[config.mk]
export PLATFORM = sky130hd
export DESIGN_NAME = tsr_touch_readout
export DESIGN_NICKNAME = d
export VERILOG_FILES = /design/src/tsr_pkg.sv /design/src/tsr_touch_readout.sv
export SDC_FILE = /design/constraint.sdc
export NUM_CORES = 1
export LEC_CHECK = 0
export ABC_AREA = 1
export BUFFER_PORTS_ARGS = -buffer_cell sky130_fd_sc_hd__buf_4
export CORE_MARGIN = 4
export CORE_UTILIZATION = 25
export CTS_CLUSTER_DIAMETER = 100
export DETAILED_ROUTE_END_ITERATION = 6
export GPL_TIMING_DRIVEN = 1
export PLACE_DENSITY_LB_ADDON = 0.2
export SETUP_SLACK_MARGIN = 0.4
export SLEW_MARGIN = 20
export SYNTH_ARGS = -nofsm -noshare
export SYNTH_HDL_FRONTEND = slang
export SYNTH_SLANG_ARGS = --single-unit
[constraint.sdc]
create_clock -name clk -period 2.6 [get_ports clk]
set_clock_uncertainty 0.15 [all_clocks]
set_input_delay 0.13 -clock clk [delete_from_list [all_inputs] [get_ports clk]]
set_output_delay 0.13 -clock clk [all_outputs]
set_load 0.1 [all_outputs]
[src/tsr_pkg.sv]
// ==========================================================
// touch readout constants
package tsr_pkg;
	// register indices, byte address is four times the index
	localparam logic [7:0] IDX_SEQ_CTRL  = 8'h69;
	localparam logic [7:0] IDX_SW_MUX    = 8'h6A;
	localparam logic [7:0] IDX_X_HIGH    = 8'h6B;
	localparam logic [7:0] IDX_Y_HIGH    = 8'h6C;
	localparam logic [7:0] IDX_LOW_PEN   = 8'h6D;
	localparam logic [7:0] IDX_Z_HIGH    = 8'h6E;
	localparam logic [7:0] IDX_IRQ_STAT  = 8'h70;
	localparam logic [7:0] IDX_IRQ_MASK  = 8'h71;
	// switch and mux control fields
	localparam int SW_LSB       = 0;
	localparam int SW_MSB       = 3;
	localparam int PIN_LSB      = 4;
	localparam int PIN_MSB      = 5;
	localparam int MAN_BIT      = 6;
	localparam int REF_BIT      = 7;
	// sequence control fields
	localparam int AUTO_EN_BIT  = 0;
	localparam int SEQ_MODE_BIT = 2;
	// low bits register fields
	localparam int PEN_BIT      = 6;
	// interrupt bits
	localparam int IRQ_DONE_BIT = 0;
	localparam int IRQ_PEN_BIT  = 1;
	localparam int IRQ_BITS     = 2;
	// result layout
	localparam int RES_W        = 10;
	localparam int LOW_W        = 2;
	// switch order x plus, x minus, y plus, y minus
	localparam logic [3:0] SW_X_PAT   = 4'h3;
	localparam logic [3:0] SW_Y_PAT   = 4'hC;
	localparam logic [3:0] SW_Z_PAT   = 4'h6;
	localparam logic [3:0] SW_OPEN    = 4'h0;
	localparam logic [1:0] PIN_X_PLUS = 2'h0;
	localparam logic [1:0] PIN_Y_PLUS = 2'h1;
	localparam logic [7:0] RST_BYTE   = 8'h00;
	typedef enum logic [1:0] {MEAS_X, MEAS_Y, MEAS_Z} tsr_meas_t;
	typedef enum logic [1:0] {ST_IDLE, ST_START, ST_WAIT, ST_PEN} tsr_state_t;
endpackage : tsr_pkg

[src/tsr_touch_readout.sv]
`timescale 1ns/1ns
// What this block does
// - control bits 0..3 close the four plate switches
// - mux bits 5:4 route plate pin, pick result
// - manual start without auto runs one conversion
// - manual start with auto runs one sequence
// - manual start bit clears when work completes
// - bit 7 selects reference touch pin or plates
// - reading x high latches x and y results
// - y high returns latched y top bits
// - low register holds two low bits each
// - low register bit 6 shows pen down
// - z high returns latest z top bits
// - sequence control bit 0 enables auto sequences
// - bit 2 picks x-y-z or x-only sequence
module tsr_touch_readout
	import tsr_pkg::*;
(
	// clock and reset
	input  wire logic        clk,
	input  wire logic        sys_rst,
	// apb slave
	input  wire logic        psel,
	input  wire logic        penable,
	input  wire logic        pwrite,
	input  wire logic [11:0] paddr,
	input  wire logic [31:0] pwdata,
	output logic             pready,
	output logic [31:0]      prdata,
	output logic             pslverr,
	// panel and adc side
	output logic [3:0]       plate_switch_close,
	output logic [1:0]       plate_pin_select,
	output logic             reference_select,
	output logic             adc_start,
	input  wire logic        adc_done,
	input  wire logic [9:0]  adc_data,
	input  wire logic        pen_detect_pin,
	// interrupt
	output logic             irq
);
	// ==========================================================
	// decode helpers
	function automatic logic hit(input logic [11:0] a, input logic [7:0] idx);
		hit = (a[11:2] == {2'h0, idx}) && (a[1:0] == 2'h0);
	endfunction : hit

	function automatic logic mapped(input logic [11:0] a);
		mapped = hit(a, IDX_SEQ_CTRL) || hit(a, IDX_SW_MUX) || hit(a, IDX_X_HIGH)
			|| hit(a, IDX_Y_HIGH) || hit(a, IDX_LOW_PEN) || hit(a, IDX_Z_HIGH)
			|| hit(a, IDX_IRQ_STAT) || hit(a, IDX_IRQ_MASK);
	endfunction : mapped

	// ==========================================================
	// state
	logic [7:0]          seq_ctrl;
	logic [3:0]          ctrl_sw;
	logic [1:0]          ctrl_pin;
	logic                busy;
	logic                auto_run;
	tsr_state_t          state;
	tsr_meas_t           kind;
	logic [RES_W-1:0]    x_live;
	logic [RES_W-1:0]    y_live;
	logic [RES_W-1:0]    z_live;
	logic [RES_W-1:0]    y_hold;
	logic [RES_W-1:0]    x_hold;
	logic [IRQ_BITS-1:0] irq_stat;
	logic [IRQ_BITS-1:0] irq_mask;
	logic                pen_meta;
	logic                pen_sync;
	logic                pen_prev;
	logic [3:0]          next_sw;
	logic [1:0]          next_pin;
	logic                setup_ph;
	logic                wr_acc;
	logic                start_req;
	logic                conv_done;
	logic                work_done;

	assign setup_ph  = psel && !penable;
	assign wr_acc    = psel && penable && pwrite;
	assign start_req = wr_acc && hit(paddr, IDX_SW_MUX) && pwdata[MAN_BIT] && !busy;
	assign conv_done = (state == ST_WAIT) && adc_done;
	assign work_done = (conv_done && !auto_run)
		|| ((state == ST_PEN) && ((kind == MEAS_Z) || (kind == MEAS_X && seq_ctrl[SEQ_MODE_BIT])));
	assign pready    = 1'b1;
	assign irq       = |(irq_stat & irq_mask);

	// ==========================================================
	// pen pin synchroniser
	always_ff @(posedge clk or posedge sys_rst) begin
		if (sys_rst) begin
			pen_meta <= 1'b0;
			pen_sync <= 1'b0;
			pen_prev <= 1'b0;
		end else begin
			pen_meta <= pen_detect_pin;
			pen_sync <= pen_meta;
			pen_prev <= pen_sync;
		end
	end

	// ==========================================================
	// control registers
	always_ff @(posedge clk or posedge sys_rst) begin
		if (sys_rst) begin
			seq_ctrl         <= RST_BYTE;
			ctrl_sw          <= SW_OPEN;
			ctrl_pin         <= PIN_X_PLUS;
			reference_select <= 1'b0;
			irq_mask         <= '0;
		end else if (wr_acc) begin
			if (hit(paddr, IDX_SEQ_CTRL)) begin
				seq_ctrl <= pwdata[7:0];
			end
			if (hit(paddr, IDX_SW_MUX)) begin
				ctrl_sw          <= pwdata[SW_MSB:SW_LSB];
				ctrl_pin         <= pwdata[PIN_MSB:PIN_LSB];
				reference_select <= pwdata[REF_BIT];
			end
			if (hit(paddr, IDX_IRQ_MASK)) begin
				irq_mask <= pwdata[IRQ_BITS-1:0];
			end
		end
	end

	// ==========================================================
	// measurement sequencer
	always_ff @(posedge clk or posedge sys_rst) begin
		if (sys_rst) begin
			state    <= ST_IDLE;
			kind     <= MEAS_X;
			busy     <= 1'b0;
			auto_run <= 1'b0;
		end else begin
			case (state)
				ST_IDLE: begin
					if (start_req) begin
						busy     <= 1'b1;
						auto_run <= seq_ctrl[AUTO_EN_BIT];
						kind     <= MEAS_X;
						state    <= ST_START;
					end
				end
				ST_START: begin
					state <= ST_WAIT;
				end
				ST_WAIT: begin
					if (adc_done) begin
						state <= auto_run ? ST_PEN : ST_IDLE;
					end
				end
				ST_PEN: begin
					if (work_done) begin
						state <= ST_IDLE;
					end else begin
						kind  <= (kind == MEAS_X) ? MEAS_Y : MEAS_Z;
						state <= ST_START;
					end
				end
				default: begin
					state <= ST_IDLE;
				end
			endcase
			if (work_done) begin
				busy     <= 1'b0;
				auto_run <= 1'b0;
			end
		end
	end

	// ==========================================================
	// plate drive
	always_comb begin
		next_sw  = ctrl_sw;
		next_pin = ctrl_pin;
		if (busy && auto_run) begin
			case (kind)
				MEAS_X: begin
					next_sw  = SW_X_PAT;
					next_pin = PIN_Y_PLUS;
				end
				MEAS_Y: begin
					next_sw  = SW_Y_PAT;
					next_pin = PIN_X_PLUS;
				end
				default: begin
					next_sw  = SW_Z_PAT;
					next_pin = PIN_X_PLUS;
				end
			endcase
			if (state == ST_PEN) begin
				next_sw = SW_OPEN;
			end
		end
	end

	always_ff @(posedge clk or posedge sys_rst) begin
		if (sys_rst) begin
			plate_switch_close <= SW_OPEN;
			plate_pin_select   <= PIN_X_PLUS;
			adc_start          <= 1'b0;
		end else begin
			plate_switch_close <= next_sw;
			plate_pin_select   <= next_pin;
			adc_start          <= (state == ST_IDLE && start_req) || (state == ST_PEN && !work_done);
		end
	end

	// ==========================================================
	// results
	always_ff @(posedge clk or posedge sys_rst) begin
		if (sys_rst) begin
			x_live <= '0;
			y_live <= '0;
			z_live <= '0;
		end else if (conv_done) begin
			if (auto_run) begin
				case (kind)
					MEAS_X:  x_live <= adc_data;
					MEAS_Y:  y_live <= adc_data;
					default: z_live <= adc_data;
				endcase
			end else if (ctrl_pin[0] == 1'b0) begin
				x_live <= adc_data;
			end else begin
				y_live <= adc_data;
			end
		end
	end

	always_ff @(posedge clk or posedge sys_rst) begin
		if (sys_rst) begin
			x_hold <= '0;
			y_hold <= '0;
		end else if (setup_ph && !pwrite && hit(paddr, IDX_X_HIGH)) begin
			x_hold <= x_live;
			y_hold <= y_live;
		end
	end

	// ==========================================================
	// interrupt status
	always_ff @(posedge clk or posedge sys_rst) begin
		if (sys_rst) begin
			irq_stat <= '0;
		end else begin
			for (int i = 0; i < IRQ_BITS; i++) begin
				if (wr_acc && hit(paddr, IDX_IRQ_STAT) && pwdata[i]) begin
					irq_stat[i] <= 1'b0;
				end
			end
			if (work_done) begin
				irq_stat[IRQ_DONE_BIT] <= 1'b1;
			end
			if (pen_sync && !pen_prev) begin
				irq_stat[IRQ_PEN_BIT] <= 1'b1;
			end
		end
	end

	// ==========================================================
	// apb read data
	always_ff @(posedge clk or posedge sys_rst) begin
		if (sys_rst) begin
			prdata  <= '0;
			pslverr <= 1'b0;
		end else if (setup_ph) begin
			pslverr <= !mapped(paddr);
			prdata  <= '0;
			if (!pwrite) begin
				if (hit(paddr, IDX_SEQ_CTRL)) begin
					prdata[7:0] <= seq_ctrl;
				end
				if (hit(paddr, IDX_SW_MUX)) begin
					prdata[7:0] <= {reference_select, busy, ctrl_pin, ctrl_sw};
				end
				if (hit(paddr, IDX_X_HIGH)) begin
					prdata[7:0] <= x_live[RES_W-1:LOW_W];
				end
				if (hit(paddr, IDX_Y_HIGH)) begin
					prdata[7:0] <= y_hold[RES_W-1:LOW_W];
				end
				if (hit(paddr, IDX_LOW_PEN)) begin
					prdata[7:0] <= {1'b0, pen_sync, z_live[LOW_W-1:0], y_hold[LOW_W-1:0],
						x_hold[LOW_W-1:0]};
				end
				if (hit(paddr, IDX_Z_HIGH)) begin
					prdata[7:0] <= z_live[RES_W-1:LOW_W];
				end
				if (hit(paddr, IDX_IRQ_STAT)) begin
					prdata[IRQ_BITS-1:0] <= irq_stat;
				end
				if (hit(paddr, IDX_IRQ_MASK)) begin
					prdata[IRQ_BITS-1:0] <= irq_mask;
				end
			end
		end
	end

	// ==========================================================
	// checks
	a_switch_follow: assert property (@(posedge clk) disable iff (sys_rst)
		(!busy && !$past(busy)) |-> plate_switch_close == $past(ctrl_sw))
		else $error("switch outputs do not follow control bits");

	a_manual_route: assert property (@(posedge clk) disable iff (sys_rst)
		(conv_done && !auto_run && !ctrl_pin[0]) |=> x_live == $past(adc_data))
		else $error("manual x plate result not stored as x");

	a_single_start: assert property (@(posedge clk) disable iff (sys_rst)
		(start_req && !seq_ctrl[AUTO_EN_BIT]) |=> adc_start ##1 (!adc_start && state == ST_WAIT))
		else $error("manual measurement started more than once");

	a_auto_pattern: assert property (@(posedge clk) disable iff (sys_rst)
		(auto_run && state == ST_WAIT && kind == MEAS_X) |-> plate_switch_close == SW_X_PAT)
		else $error("auto x measurement uses wrong switches");

	a_start_clear: assert property (@(posedge clk) disable iff (sys_rst)
		work_done |=> !busy && state == ST_IDLE)
		else $error("manual start bit not cleared at completion");

	a_hold_coherent: assert property (@(posedge clk) disable iff (sys_rst)
		(setup_ph && !pwrite && hit(paddr, IDX_X_HIGH)) |=> y_hold == $past(y_live)
		&& prdata[7:0] == x_hold[RES_W-1:LOW_W])
		else $error("x high read did not latch a coherent set");

	a_auto_arm: assert property (@(posedge clk) disable iff (sys_rst)
		(start_req && seq_ctrl[AUTO_EN_BIT]) |=> auto_run && state == ST_START)
		else $error("auto sequence not armed by manual start");

	a_x_only: assert property (@(posedge clk) disable iff (sys_rst)
		(state == ST_PEN && seq_ctrl[SEQ_MODE_BIT]) |=> state == ST_IDLE)
		else $error("x only sequence ran past one measurement");

	a_irq_level: assert property (@(posedge clk) disable iff (sys_rst)
		work_done |=> irq_stat[IRQ_DONE_BIT] && (irq || !irq_mask[IRQ_DONE_BIT]))
		else $error("completion did not raise interrupt");
endmodule : tsr_touch_readout

==> flow_summary.yaml <==
power_and_ir_drop:
  p_leak_nw: 2.76
  ir_drop_uv: 298
  p_per_area_nw_per_um2: 539
detailed_routing:
  num_vias: 3545
  ant_nets: 0
  firstDrtPassIters: 5
  vias_per_cell: 4.31
  wl_mm: 11.5
  drt_iter0_markers: 211
  drc: 0
  wl_per_cell_um: 14.0
global_routing:
  grt_first_pass_wirelength_mm: 18.4
  grt_max_degree: 44
  grt_overflow: 0
  grt-busiest-layer: "met2"
  grtUsageMet2_pct: 18.6
  grtUsageMet1_pct: 16.5
  use_met3_pct: 2.44
  antenna_found_initial: 0
  grt.total_usage_pct: 12.0
  grt_pass1_vias: 3439
die:
  die_x_um: 139
  core-area_um2: 16800
  initial_utilization_pct: 25.7
  fp.dieH_um: 139
  pin_count: 104
  num_rows: 47
  die_area_um2: 19400
setup_path:
  reg2reg_to: "x_live[1]$_DFFE_PP0P_"
  required_ns: 2.66
  crit_type: "reg2reg"
  start_kind: "register"
  cp_cell_sequence: "nor2_1, inv_1, o21ai_0, nand2_2, nand2_1, o21ai_0"
  endpoint_kind: "register"
  worst_path_most_repeated_cell: "o21ai_0"
  cp_slowest_cell: "dfrtp_1"
  critPathBufInv: 1
  crit_fanout: 20
  crit_arrival_ns: 1.87
  cp_top_family: "simple AND/OR/NAND/NOR gates"
  reg2reg_depth: 6
  worst-r2r-setup-slack_ns: 0.79
  reg2reg_from: "kind[1]$_DFFE_PP0P_"
  slowest_delay_ns: 0.44
synth:
  synth_most_common_cell: "nand2_1"
  synth-seq-cells: 86
  synthXorXnorAreaFrac_pct: 0
  synthArstFlopShare_pct: 100
  ys_top_cells_by_count: "nand2_1, dfrtp_1, o21ai_0"
  ys_seq_area_share_pct: 50.0
  synth_fa_ha_area_share_pct: 0
  synth_compound_area_share_pct: 11.5
  synth_simple_gate_area_share_pct: 22.7
  yosysTopAreaCellShare_pct: 50.0
  synth.area.top_cells: "dfrtp_1, nand2_1, o21ai_0"
  syn_area_per_cell_um2: 8.36
  postSynthCellCount: 515
  synth_edf_count: 0
  synth_top_family_by_area: "simple AND/OR/NAND/NOR gates"
  yosysTopAreaCell: "dfrtp_1"
  synth-main-ff-cell: "dfrtp_1"
  yosys_warnings: 0
  ys_types: 35
  synthMuxAreaShare_pct: 3.92
  syn_area_um2: 4310
run:
  cap_viol_max_count: 0
placement:
  dpl.cell_count: 784
  io_buffers: 54
  hpwl_mm: 8.66
  gp_congestion: 0.824
timing:
  fin_crit_ns: 1.81
  setup_violations: 0
  hold_viol_final: 0
  slew_violations: 0
  slew_headroom_pct: 36.2
  fin_crit_sh_pct: 69.6
  timing.fmax_ghz: 0.553
  tns_ns: 0
  rsz0062_at_grt: "no"
  worst_pin_slew_ns: 0.955
cells_and_area:
  seqCellArea_um2: 2150
  drive_gt1_share_pct: 18.9
  post-route-util_pct: 32.0
  area_delta_synth_final_pct: 24.6
  n_fill_cell: 1787
  final_nets: 658
  multi_input_area_um2: 1740
  diodes: 0
  final_cells: 822
clocking:
  cts_root_buf: "clkbuf_16"
  cts_tree: "yes"
  clock_sinks: 86
  clk_path_buf_depth: 2
  clk_latency_ns: 0.34
  clk_pin_slew_ns: 0.06
  post_cts_buffers: 0
  htreeDepth: 3
  numCtsBuffers: 9
worst_hold_path:
  hp-class: "in2reg"
  hold_start: "paddr[6]"
  min_to: "irq_mask[0]$_DFFE_PP0P_"
  hold_depth: 5
run_status:
  status: "finished clean"
layer usage:
metal,up-vias,wire [um]
met4,0,290
met2,98,5210
met1,1658,5500
met5,-,0
li1,1765,-
met3,24,509
cell type report:
class | instances | share of cell area (%)
clock buffer | 12 | 4.41
clock inverter | 4 | 0.443
inverter | 66 | 4.71
multi-input combinational | 350 | 32.4
sequential | 86 | 40.1
tap | 220 | 5.13
timing repair buffer | 84 | 12.8
registers in the layout, indices dropped and copies added (netlist names), 4 cells and up:
name,cells
seq_ctrl,8
y_hold,10
plate_switch_close,4
y_live,10
prdata,8
x_live,10
ctrl_sw,4
z_live,10
worst reg2reg max path: cells and delay by family, from the launching register on:
| kind | cells | cell delay (ns) |
|---|---|---|
| buffers and inverters | 1 | 0.12 |
| flip-flops | 1 | 0.44 |
| AO/OA/AOI/OAI | 2 | 0.29 |
| AND/OR/NAND/NOR | 3 | 0.66 |
worst max path at each step:
stage / slack (ns) / cells after the start / to / from
finish: 0.79 / 6 / x_live[1]$_DFFE_PP0P_ / kind[1]$_DFFE_PP0P_
floorplan: 1.04 / 6 / prdata[7]$_DFFE_PP0P_ / reference_select$_DFFE_PP0N_
global placement: 0.63 / 13 / prdata[0]$_DFFE_PP0P_ / paddr[9]
detailed placement: 0.63 / 13 / prdata[0]$_DFFE_PP0P_ / paddr[9]
global route: 0.47 / 9 / auto_run$_DFFE_PP0P_ / state[0]$_DFFE_PP0P_
CTS: 0.63 / 6 / x_live[9]$_DFFE_PP0P_ / kind[1]$_DFFE_PP0P_
repair_timing:
item | CTS | global route
endpoints found under the setup margin | 0 | 4
gates resized for setup | 0 | 1
hold endpoints to repair | 89 | 0
hold buffers | 22 | 0
report_power, final:
part / switching, mW / leakage [nW] / internal [mW]
clock network: 0.511 / 0.130 / 0.645
logic: 0.275 / 1.53 / 0.0864
registers: 0.0127 / 1.10 / 1.36
layout by cell type, fill, tap and decap left out, drive strengths merged:
cell         Yosys  layout
inv             65      64
a22o             1       1
o211ai           3       3
conb             2      25
mux2            13      13
nor4             1       1
dlygate4sd3      0      22
clkinvlp         0       1
nor2            44      44
nand4            6       6
o21ai           74      74
o32ai            1       1
a21oi            9       9
buf             29      62
clkbuf           7      12
dfrtp           86      86
nor3             3       3
or2              3       3
clkinv           1       5
o21bai           1       1
o22ai            5       5
nand3           29      29
nand2          132     132
cells by family (layout without fill, tap and decap cells):
group	count (synthesis)	after routing
AND/OR/NAND/NOR	218	218
buffers and inverters	102	166
multiplexers	13	13
AO/OA/AOI/OAI	94	94
flip-flops	86	86
other	2	25
through the flow:
stage | hold WS [ns] | power [mW] | worst slack [ns] | cell area (um2)
after floorplan | 0.0114 | 1.68 | 1.04 | 4400
after global placement | 0.0925 | 1.73 | 0.634 | 4880
after detailed placement | 0.0921 | 1.74 | 0.626 | 4880
after CTS | 0.106 | 2.93 | 0.627 | 5360
after global routing | 0.150 | 3.02 | 0.473 | 5370
final | 0.118 | 2.89 | 0.791 | 5370
(Power assumes the default switching activity.)
